## src/inc/dft_consts.svh

```systemverilog
`ifndef DFT_CONSTS_SVH
`define DFT_CONSTS_SVH

// Register offsets
`define DFT_OFS_TARGET_A  8'h33
`define DFT_OFS_TARGET_L  8'h34
`define DFT_OFS_TARGET_B  8'h35
`define DFT_OFS_CTL_ONE   8'h36
`define DFT_OFS_CTL_TWO   8'h37
`define DFT_OFS_LOW_A     8'h4E
`define DFT_OFS_HIGH_A    8'h4F
`define DFT_OFS_LOW_L     8'h50
`define DFT_OFS_HIGH_L    8'h51
`define DFT_OFS_LOW_B     8'h52
`define DFT_OFS_HIGH_B    8'h53

// Reset values
`define DFT_RST_TARGET    8'hA4
`define DFT_RST_LOW       8'h01
`define DFT_RST_HIGH      8'h7F
`define DFT_RST_CTL       8'h00
`define DFT_RST_THRESHOLD 8'h00

// Field positions
`define DFT_EN_A_BIT      5
`define DFT_EN_L_BIT      6
`define DFT_EN_B_BIT      7
`define DFT_CODE_B_MSB    0
`define DFT_CODE_A_LSB    0
`define DFT_CODE_L_LSB    3
`define DFT_CODE_B_LSB    6

// Timing: short cycle base length in monitoring cycles
`define DFT_SHORT_BASE    11'h008

// Offset-64 encoding bias, degrees
`define DFT_BIAS64        10'h040

// Threshold floors in quarter degrees: -127 and -64
`define DFT_FLOOR_TC_Q    13'h1E04
`define DFT_FLOOR_O64_Q   13'h1F00

`endif

```

## src/inc/dft_pkg.sv

```systemverilog
package dft_pkg;

  // One measured temperature: 8-bit code plus quarter-degree fraction
  typedef struct packed {
    logic [7:0] code;
    logic [1:0] frac;
  } dft_temp_t;

  // Register port request
  typedef struct packed {
    logic       wr;
    logic       rd;
    logic [7:0] addr;
    logic [7:0] wdata;
  } dft_reg_req_t;

  // Per-channel threshold preload from the fan control setup
  typedef struct packed {
    logic       load;
    logic [7:0] value;
  } dft_thr_load_t;

endpackage

```

## src/rtl/dft_cycle_timer.sv

```systemverilog
`include "dft_consts.svh"

// Counts monitoring ticks and marks short and long cycle ends
module dft_cycle_timer (
  input  wire logic       clk_sys,
  input  wire logic       nrst,
  input  wire logic       tick,
  input  wire logic [2:0] code,
  output logic            short_pulse,
  output logic            long_pulse
);

  logic [10:0] count;
  logic [10:0] short_len;
  logic [10:0] long_len;
  logic        at_short;
  logic        at_long;

  // Short length is 8 << code, long is twice that
  assign short_len = `DFT_SHORT_BASE << code;
  assign long_len  = {short_len[9:0], 1'b0};
  assign at_short  = tick && (count == short_len - 11'h001);
  assign at_long   = tick && (count >= long_len - 11'h001);

  // Wrap on the long boundary; a code change that leaves count
  // beyond the new length still ends cleanly at the next tick
  always_ff @(posedge clk_sys) begin
    if (!nrst) begin
      count <= 11'h000;
    end else if (at_long) begin
      count <= 11'h000;
    end else if (tick) begin
      count <= count + 11'h001;
    end
  end

  // Pulses registered; every long end is also a short end
  always_ff @(posedge clk_sys) begin
    if (!nrst) begin
      short_pulse <= 1'b0;
      long_pulse  <= 1'b0;
    end else begin
      short_pulse <= at_short || at_long;
      long_pulse  <= at_long;
    end
  end

endmodule

```

## src/rtl/dft_loop.sv

```systemverilog
`include "dft_consts.svh"

module dft_loop (
  input  wire logic                     clk_sys,
  input  wire logic                     nrst,
  input  wire dft_pkg::dft_reg_req_t    reg_req,
  output logic [7:0]                    reg_rdata,
  input  wire logic                     monitor_tick,
  input  wire logic                     offset64_mode,
  input  wire dft_pkg::dft_temp_t [2:0] temperature,
  input  wire logic [2:0][7:0]          hysteresis,
  input  wire dft_pkg::dft_thr_load_t [2:0] thr_load,
  output logic [2:0][7:0]               fan_on_threshold,
  output logic [2:0]                    low_event,
  output logic [2:0]                    high_event
);

  // Channel order everywhere: 0 remote A, 1 onchip, 2 remote B
  logic [2:0][7:0] target_temperature;
  logic [2:0][7:0] low_limit;
  logic [2:0][7:0] high_limit;
  logic [7:0]      dynamic_control_one;
  logic [7:0]      dynamic_control_two;

  logic [2:0][2:0] period_code;
  logic [2:0]      adjust_enable;
  logic [2:0]      short_pulse;
  logic [2:0]      long_pulse;

  // Decode an 8-bit code into signed degrees
  function automatic logic signed [9:0] to_deg(
    input logic [7:0] x,
    input logic       o64
  );
    logic [9:0] r;
    if (o64) begin
      r = {2'b00, x} - `DFT_BIAS64;
    end else begin
      r = {{2{x[7]}}, x};
    end
    return $signed(r);
  endfunction

  // Encode signed degrees back to an 8-bit code
  function automatic logic [7:0] to_code(
    input logic [9:0] d,
    input logic       o64
  );
    logic [9:0] r;
    if (o64) begin
      r = d + `DFT_BIAS64;
    end else begin
      r = d;
    end
    return r[7:0];
  endfunction

  // Whole degrees to quarter degrees, 13-bit signed
  function automatic logic signed [12:0] to_q(input logic [9:0] d);
    return $signed({d[9], d, 2'b00});
  endfunction

  // Period codes and enables from the two control registers
  assign period_code[0] = dynamic_control_two[`DFT_CODE_A_LSB +: 3];
  assign period_code[1] = dynamic_control_two[`DFT_CODE_L_LSB +: 3];
  assign period_code[2] = {dynamic_control_one[`DFT_CODE_B_MSB],
                           dynamic_control_two[`DFT_CODE_B_LSB +: 2]};
  // Split remote B code, bit 0 of ctl one on top
  assign adjust_enable  = {dynamic_control_one[`DFT_EN_B_BIT],
                           dynamic_control_one[`DFT_EN_L_BIT],
                           dynamic_control_one[`DFT_EN_A_BIT]};

  // Register writes; bits [4:1] of ctl one are kept but steer nothing
  always_ff @(posedge clk_sys) begin
    if (!nrst) begin
      target_temperature  <= {3{`DFT_RST_TARGET}};
      low_limit           <= {3{`DFT_RST_LOW}};
      high_limit          <= {3{`DFT_RST_HIGH}};
      dynamic_control_one <= `DFT_RST_CTL;
      dynamic_control_two <= `DFT_RST_CTL;
    end else if (reg_req.wr) begin
      unique case (reg_req.addr)
        `DFT_OFS_TARGET_A: target_temperature[0] <= reg_req.wdata;
        `DFT_OFS_TARGET_L: target_temperature[1] <= reg_req.wdata;
        `DFT_OFS_TARGET_B: target_temperature[2] <= reg_req.wdata;
        `DFT_OFS_CTL_ONE:  dynamic_control_one   <= reg_req.wdata;
        `DFT_OFS_CTL_TWO:  dynamic_control_two   <= reg_req.wdata;
        `DFT_OFS_LOW_A:    low_limit[0]          <= reg_req.wdata;
        `DFT_OFS_HIGH_A:   high_limit[0]         <= reg_req.wdata;
        `DFT_OFS_LOW_L:    low_limit[1]          <= reg_req.wdata;
        `DFT_OFS_HIGH_L:   high_limit[1]         <= reg_req.wdata;
        `DFT_OFS_LOW_B:    low_limit[2]          <= reg_req.wdata;
        `DFT_OFS_HIGH_B:   high_limit[2]         <= reg_req.wdata;
        default: ;
      endcase
    end
  end

  // Read data registered one cycle after the strobe; unmapped reads zero
  always_ff @(posedge clk_sys) begin
    if (!nrst) begin
      reg_rdata <= 8'h00;
    end else if (reg_req.rd) begin
      unique case (reg_req.addr)
        `DFT_OFS_TARGET_A: reg_rdata <= target_temperature[0];
        `DFT_OFS_TARGET_L: reg_rdata <= target_temperature[1];
        `DFT_OFS_TARGET_B: reg_rdata <= target_temperature[2];
        `DFT_OFS_CTL_ONE:  reg_rdata <= dynamic_control_one;
        `DFT_OFS_CTL_TWO:  reg_rdata <= dynamic_control_two;
        `DFT_OFS_LOW_A:    reg_rdata <= low_limit[0];
        `DFT_OFS_HIGH_A:   reg_rdata <= high_limit[0];
        `DFT_OFS_LOW_L:    reg_rdata <= low_limit[1];
        `DFT_OFS_HIGH_L:   reg_rdata <= high_limit[1];
        `DFT_OFS_LOW_B:    reg_rdata <= low_limit[2];
        `DFT_OFS_HIGH_B:   reg_rdata <= high_limit[2];
        default:           reg_rdata <= 8'h00;
      endcase
    end
  end

  // Per-channel loop
  for (genvar i = 0; i < 3; i++) begin : g_ch

    logic signed [12:0] temp_q;
    logic signed [12:0] prev_q;
    logic signed [12:0] rise_q;
    logic signed [12:0] target_q;
    logic signed [12:0] lower_q;
    logic signed [12:0] low_q;
    logic signed [12:0] high_q;
    logic signed [12:0] thr_q;
    logic signed [12:0] floor_q;
    logic signed [12:0] next_q;
    logic [7:0]         next_fan_on_threshold;
    logic               below_low;
    logic               above_high;
    logic               was_below_low;
    logic               was_above_high;

    // Short and long cycle timing per channel
    dft_cycle_timer u_timer (
      .clk_sys     (clk_sys),
      .nrst        (nrst),
      .tick        (monitor_tick),
      .code        (period_code[i]),
      .short_pulse (short_pulse[i]),
      .long_pulse  (long_pulse[i])
    );

    // All comparisons in signed quarter degrees
    // Whole degrees widened to quarters, then the fraction added on
    assign temp_q   = to_q(to_deg(temperature[i].code, offset64_mode)) +
                      $signed({11'h000, temperature[i].frac});
    assign target_q = to_q(to_deg(target_temperature[i], offset64_mode));
    assign low_q    = to_q(to_deg(low_limit[i], offset64_mode));
    assign high_q   = to_q(to_deg(high_limit[i], offset64_mode));
    assign thr_q    = to_q(to_deg(fan_on_threshold[i], offset64_mode));
    assign lower_q  = target_q - $signed({3'b000, hysteresis[i], 2'b00});
    assign rise_q   = temp_q - prev_q;
    assign floor_q  = offset64_mode ? $signed(`DFT_FLOOR_O64_Q)
                                    : $signed(`DFT_FLOOR_TC_Q);
    assign below_low  = temp_q < low_q;
    assign above_high = temp_q > high_q;

    // Temperature reference for the rise seen over one short cycle
    always_ff @(posedge clk_sys) begin
      if (!nrst) begin
        prev_q <= 13'h0000;
      end else if (short_pulse[i]) begin
        prev_q <= temp_q;
      end
    end

    // Next threshold; adjustment is skipped while disabled or while the
    // temperature sits below the threshold, so the value simply holds
    always_comb begin
      next_q = thr_q;
      if (adjust_enable[i] && !(temp_q < thr_q)) begin
        // Short cycle: two degrees per whole degree of rise, so a
        // quarter-degree rise rounds to nothing
        if (short_pulse[i] && temp_q > lower_q && rise_q > 13'sh0000) begin
          next_q = next_q - $signed({rise_q[11:1], 2'b00});
        end
        // Long cycle: one degree down only above target or high limit
        if (long_pulse[i] && (temp_q > target_q || above_high)) begin
          next_q = next_q - 13'sh0004;
        end
        // Long cycle raise needs all four conditions
        if (long_pulse[i] && below_low && thr_q < high_q &&
            thr_q < target_q && temp_q > thr_q) begin
          next_q = next_q + 13'sh0004;
        end
        // Clamp to floor, and to the high limit or the present threshold, whichever is higher
        if (next_q < floor_q) begin
          next_q = floor_q;
        end
        if (next_q > high_q && next_q > thr_q) begin
          next_q = (thr_q > high_q) ? thr_q : high_q;
        end
      end
      next_fan_on_threshold = to_code(next_q[11:2], offset64_mode);
    end

    // Threshold register; a preload from the fan setup wins
    always_ff @(posedge clk_sys) begin
      if (!nrst) begin
        fan_on_threshold[i] <= `DFT_RST_THRESHOLD;
      end else if (thr_load[i].load) begin
        fan_on_threshold[i] <= thr_load[i].value;
      end else begin
        fan_on_threshold[i] <= next_fan_on_threshold;
      end
    end

    // Limit crossings, judged once per monitoring cycle; a pulse on the
    // crossing only, so a long stay outside a limit does not flood
    always_ff @(posedge clk_sys) begin
      if (!nrst) begin
        was_below_low  <= 1'b0;
        was_above_high <= 1'b0;
        low_event[i]   <= 1'b0;
        high_event[i]  <= 1'b0;
      end else begin
        low_event[i]  <= monitor_tick && below_low && !was_below_low;
        high_event[i] <= monitor_tick && above_high && !was_above_high;
        if (monitor_tick) begin
          was_below_low  <= below_low;
          was_above_high <= above_high;
        end
      end
    end

  end

endmodule

```

## config.mk

```make
export PLATFORM = sky130hd
export DESIGN_NAME = dft_loop
export DESIGN_NICKNAME = d
export VERILOG_FILES = /design/src/inc/dft_pkg.sv /design/src/rtl/dft_cycle_timer.sv /design/src/rtl/dft_loop.sv
export VERILOG_INCLUDE_DIRS = /design/src /design/src/inc
export SDC_FILE = /design/constraint.sdc
export NUM_CORES = 1
export LEC_CHECK = 0
export BUFFER_PORTS_ARGS = -buffer_cell sky130_fd_sc_hd__clkbuf_2
export CAP_MARGIN = 20
export CORE_UTILIZATION = 50
export CTS_CLUSTER_SIZE = 25
export DETAILED_ROUTE_END_ITERATION = 12
export GPL_ROUTABILITY_DRIVEN = 0
export GPL_TIMING_DRIVEN = 0
export PLACE_DENSITY = 0.76
export RECOVER_POWER = 25
export SLEW_MARGIN = 20
export SYNTH_ARGS = -nofsm -noshare
export SYNTH_HDL_FRONTEND = slang
export SYNTH_SLANG_ARGS = --single-unit
```

## constraint.sdc

```tcl
create_clock -name clk_sys -period 16.2 [get_ports clk_sys]
set_clock_uncertainty 0.1 [all_clocks]
set_input_delay 2.43 -clock clk_sys [delete_from_list [all_inputs] [get_ports clk_sys]]
set_output_delay 2.43 -clock clk_sys [all_outputs]
set_load 0.01 [all_outputs]
```

==> impl_metrics.env <==
export IMPL_dieArea_mm2=0.04728
export IMPL_synth_edf_count=0
export IMPL_die_h_um=217.4
export IMPL_clkPwrFrac=0.342
export IMPL_initialDrtViolationCount=2156
export IMPL_cts_htree_levels=1
export IMPL_drv_cap=0
export IMPL_drcViolationCount=0
export IMPL_fill_cells=4309
export IMPL_period_minus_slack_ps=15350
export IMPL_seq_area_frac_synth=0.1760
export IMPL_drive_above_1_share=0.07185
export IMPL_p_sw_mw=0.6525
export IMPL_cts_buffer_depth=3
export IMPL_final_nets=3702
export IMPL_grt_pass1_wl_um=114100
export IMPL_first_global_vias=21200
export IMPL_syn_avg_cell_area_um2=7.616
export IMPL_netlist_instances=3047
export IMPL_power_density_mw_per_mm2=69.29
export IMPL_fmax_ghz=0.06515
export IMPL_firstDrtPassIters=10
export IMPL_p_sw_frac=0.3692
export IMPL_wl_um=73810
export IMPL_period_share=0.9475
export IMPL_coreArea_mm2=0.04558
export IMPL_worst_pin_slew_ps=1168
export IMPL_cp_max_fo=19
export IMPL_status="complete, no violations"
export IMPL_viasPerCell=6.026
export IMPL_grt_usage=0.3048
export IMPL_synth_cell_types=95
export IMPL_cts_root_buf="clkbuf_16"
export IMPL_synth_nets=3538
export IMPL_synth_seq_cells=204
export IMPL_path_delay_family="buffers and inverters"
export IMPL_end_kind="flop"
export IMPL_critPathArrivalTime_ps=15660
export IMPL_area_growth_pct=9.910
export IMPL_ys_warn_count=0
export IMPL_globalRouteOverflowTotal=0
export IMPL_power_mw=1.767
export IMPL_row_count=78
export IMPL_critPathLaunchType="input port"
export IMPL_cpPeakStageDelay_ps=770
export IMPL_required_ps=16510
export IMPL_seqPwrFrac=0.297
export IMPL_cts_made_buffers=25
export IMPL_clock_sinks=204
export IMPL_ys_flop_type="dfxtp_1"
export IMPL_wl_per_cell_um=19.26
export IMPL_final_cells=3832
export IMPL_maxSlewViolCount=0
export IMPL_clock_latency_ps=580
export IMPL_postCtsHoldBufs=0
export IMPL_setup_viol=0
export IMPL_via_count=23090
export IMPL_path_buf_inv=12
export IMPL_hold_viol=0
export IMPL_holdWs_ps=334.9
export IMPL_comb_power_share=0.361
export IMPL_grt_max_degree=14
export IMPL_antenna_found_initial=5
export IMPL_clk_pin_slew_ps=60
export IMPL_die_width_um=217.4
export IMPL_start_util=0.5092
export IMPL_p_leak_nw=11.04
export IMPL_multiInputGateArea_mm2=0.01768
export IMPL_async_reset_ff_frac=0
export IMPL_crit_type="in2reg"
export IMPL_cts_tree="done"
export IMPL_rsz0062_at_grt="false"
export IMPL_dp_hpwl_um=57560
export IMPL_hold_class="reg2reg"
export IMPL_drtAntennaViolNets=0
export IMPL_cp_slowest_cell="clkdlybuf4s15_1"
export IMPL_maxSlewHeadroom=0.2140
export IMPL_ir_worst_vdd_mv=0.07991
export IMPL_p_int_mw=1.115
export IMPL_seqCellArea_mm2=0.004084
export IMPL_placed_cells=3785
export IMPL_io_pins=141
export IMPL_synth_area_mm2=0.02321
export IMPL_portBuffers=138
==> registers in the layout, indices dropped and copies added, names as in the netlist, 8 cells and up <==
signal	cells
g_ch.prev_q	33
g_ch.u_timer.count	33
fan_on_threshold	24
high_limit	24
low_limit	24
target_temperature	24
dynamic_control_one	8
dynamic_control_two	8
reg_rdata	8
==> logic make-up after synthesis <==
group,Yosys count,synth area share
buffers and inverters,380,0.06200
adder cells (fa/ha/maj),392,0.2139
flip-flops,204,0.1760
AO/OA/AOI/OAI,707,0.2015
multiplexers,121,0.05294
AND/OR/NAND/NOR,1072,0.2291
XOR/XNOR,171,0.06453
==> per-stage QoR <==
step | area [um^2] | setup TNS, ps | util | setup slack [ps]
final | 25510 | 0 | 0.5597 | 850.8
after global routing | 25500 | 0 | 0.5595 | 67.93
after CTS | 25520 | 0 | 0.5599 | 107.9
after detailed placement | 24650 | -2949 | 0.5408 | -388.8
after global placement | 24650 | -1584 | 0.5408 | -228.0
after floorplan | 23210 | 0 | - | 3413
==> synthesized netlist by cell type (10+ instances only) <==
master,instances,share of area
a21oi_1,205,0.044
or3_1,11,0.0030
o21ai_0,140,0.030
a22oi_1,22,0.0071
nand3b_1,10,0.0032
or2_2,18,0.0049
nor2b_1,114,0.031
clkbuf_1,79,0.013
inv_1,279,0.045
nand4b_1,11,0.0042
dfxtp_1,204,0.18
a21boi_0,10,0.0032
o21a_1,27,0.0087
nor3_1,48,0.010
mux2i_1,110,0.047
nand3_1,108,0.023
nor3b_1,19,0.0061
ha_1,379,0.20
a222oi_1,24,0.010
xnor2_1,104,0.039
nand2_1,298,0.048
a211oi_1,30,0.0097
a21o_1,34,0.011
a31oi_1,13,0.0035
o211ai_1,47,0.015
nor4_1,12,0.0032
mux2_2,10,0.0049
o31ai_1,14,0.0045
and3_1,25,0.0067
a211o_1,11,0.0042
nand2b_1,56,0.015
nor2_1,240,0.039
buf_1,12,0.0019
and2_1,16,0.0043
xor2_1,67,0.025
nand4_1,51,0.014
o21bai_1,16,0.0052
==> power groups by stage <==
stage | clock, mW | combinational [mW] | sequential (mW)
finish | 0.604 | 0.638 | 0.526
global route | 0.628 | 0.709 | 0.526
CTS | 0.607 | 0.627 | 0.525
detailed placement | 0 | 0.623 | 0.536
global placement | 0 | 0.613 | 0.536
floorplan | 0 | 0.459 | 0.532
==> final cells by class <==
type,count,area share
inverters,281,0.04135
plain buffers,98,0.01526
flip-flops and latches,204,0.1601
multi-input cells,2463,0.6933
repair buffers,138,0.02619
clock inverters,15,0.006818
clock buffers,30,0.02722
well taps,600,0.02943
diodes,3,0.0002943
==> layer usage <==
metal  share of wire  up-vias  routed length (um)  GRT usage
met1            0.42    10610               31260     0.3998
met3            0.10      186                7540    0.05760
met5         0.00033        -                  24          0
met2            0.43     1012               31980     0.4874
li1                -    11280                   -          -
met4           0.041        4                3002     0.1263
==> layout by cell type, fill, tap and decap left out, types with 34 or more instances in the layout <==
cell / n
clkbuf_1: 96
a21o_1: 34
nor2b_1: 114
ha_1: 379
xor2_1: 67
nand4_1: 51
inv_1: 279
clkbuf_2: 122
nor3_1: 48
o21ai_0: 136
xnor2_1: 104
a21oi_1: 205
nor2_1: 240
nand3_1: 108
mux2i_1: 110
nand2b_1: 56
dfxtp_1: 204
o211ai_1: 47
nand2_1: 298
==> worst paths after layout <==
check	startpoint	endpoint	slack (ps)	cells past startpoint
worst max-delay path	offset64_mode	fan_on_threshold[5]$_SDFFE_PN0P_	850	48
worst max register to register	target_temperature[0]$_SDFFE_PN0P_	fan_on_threshold[5]$_SDFFE_PN0P_	4610	50
worst min-delay path	g_ch[2].was_below_low$_SDFFE_PN0P_	low_event[2]$_SDFF_PN0_	330	1
worst min register to register	g_ch[2].was_below_low$_SDFFE_PN0P_	low_event[2]$_SDFF_PN0_	330	1
==> repair_timing <==
action,4_1_cts,5_1_grt
gates resized for setup,0,5
endpoints found under the setup margin,0,16
buffers inserted,0,0
Power figures use the tool's default switching activity.
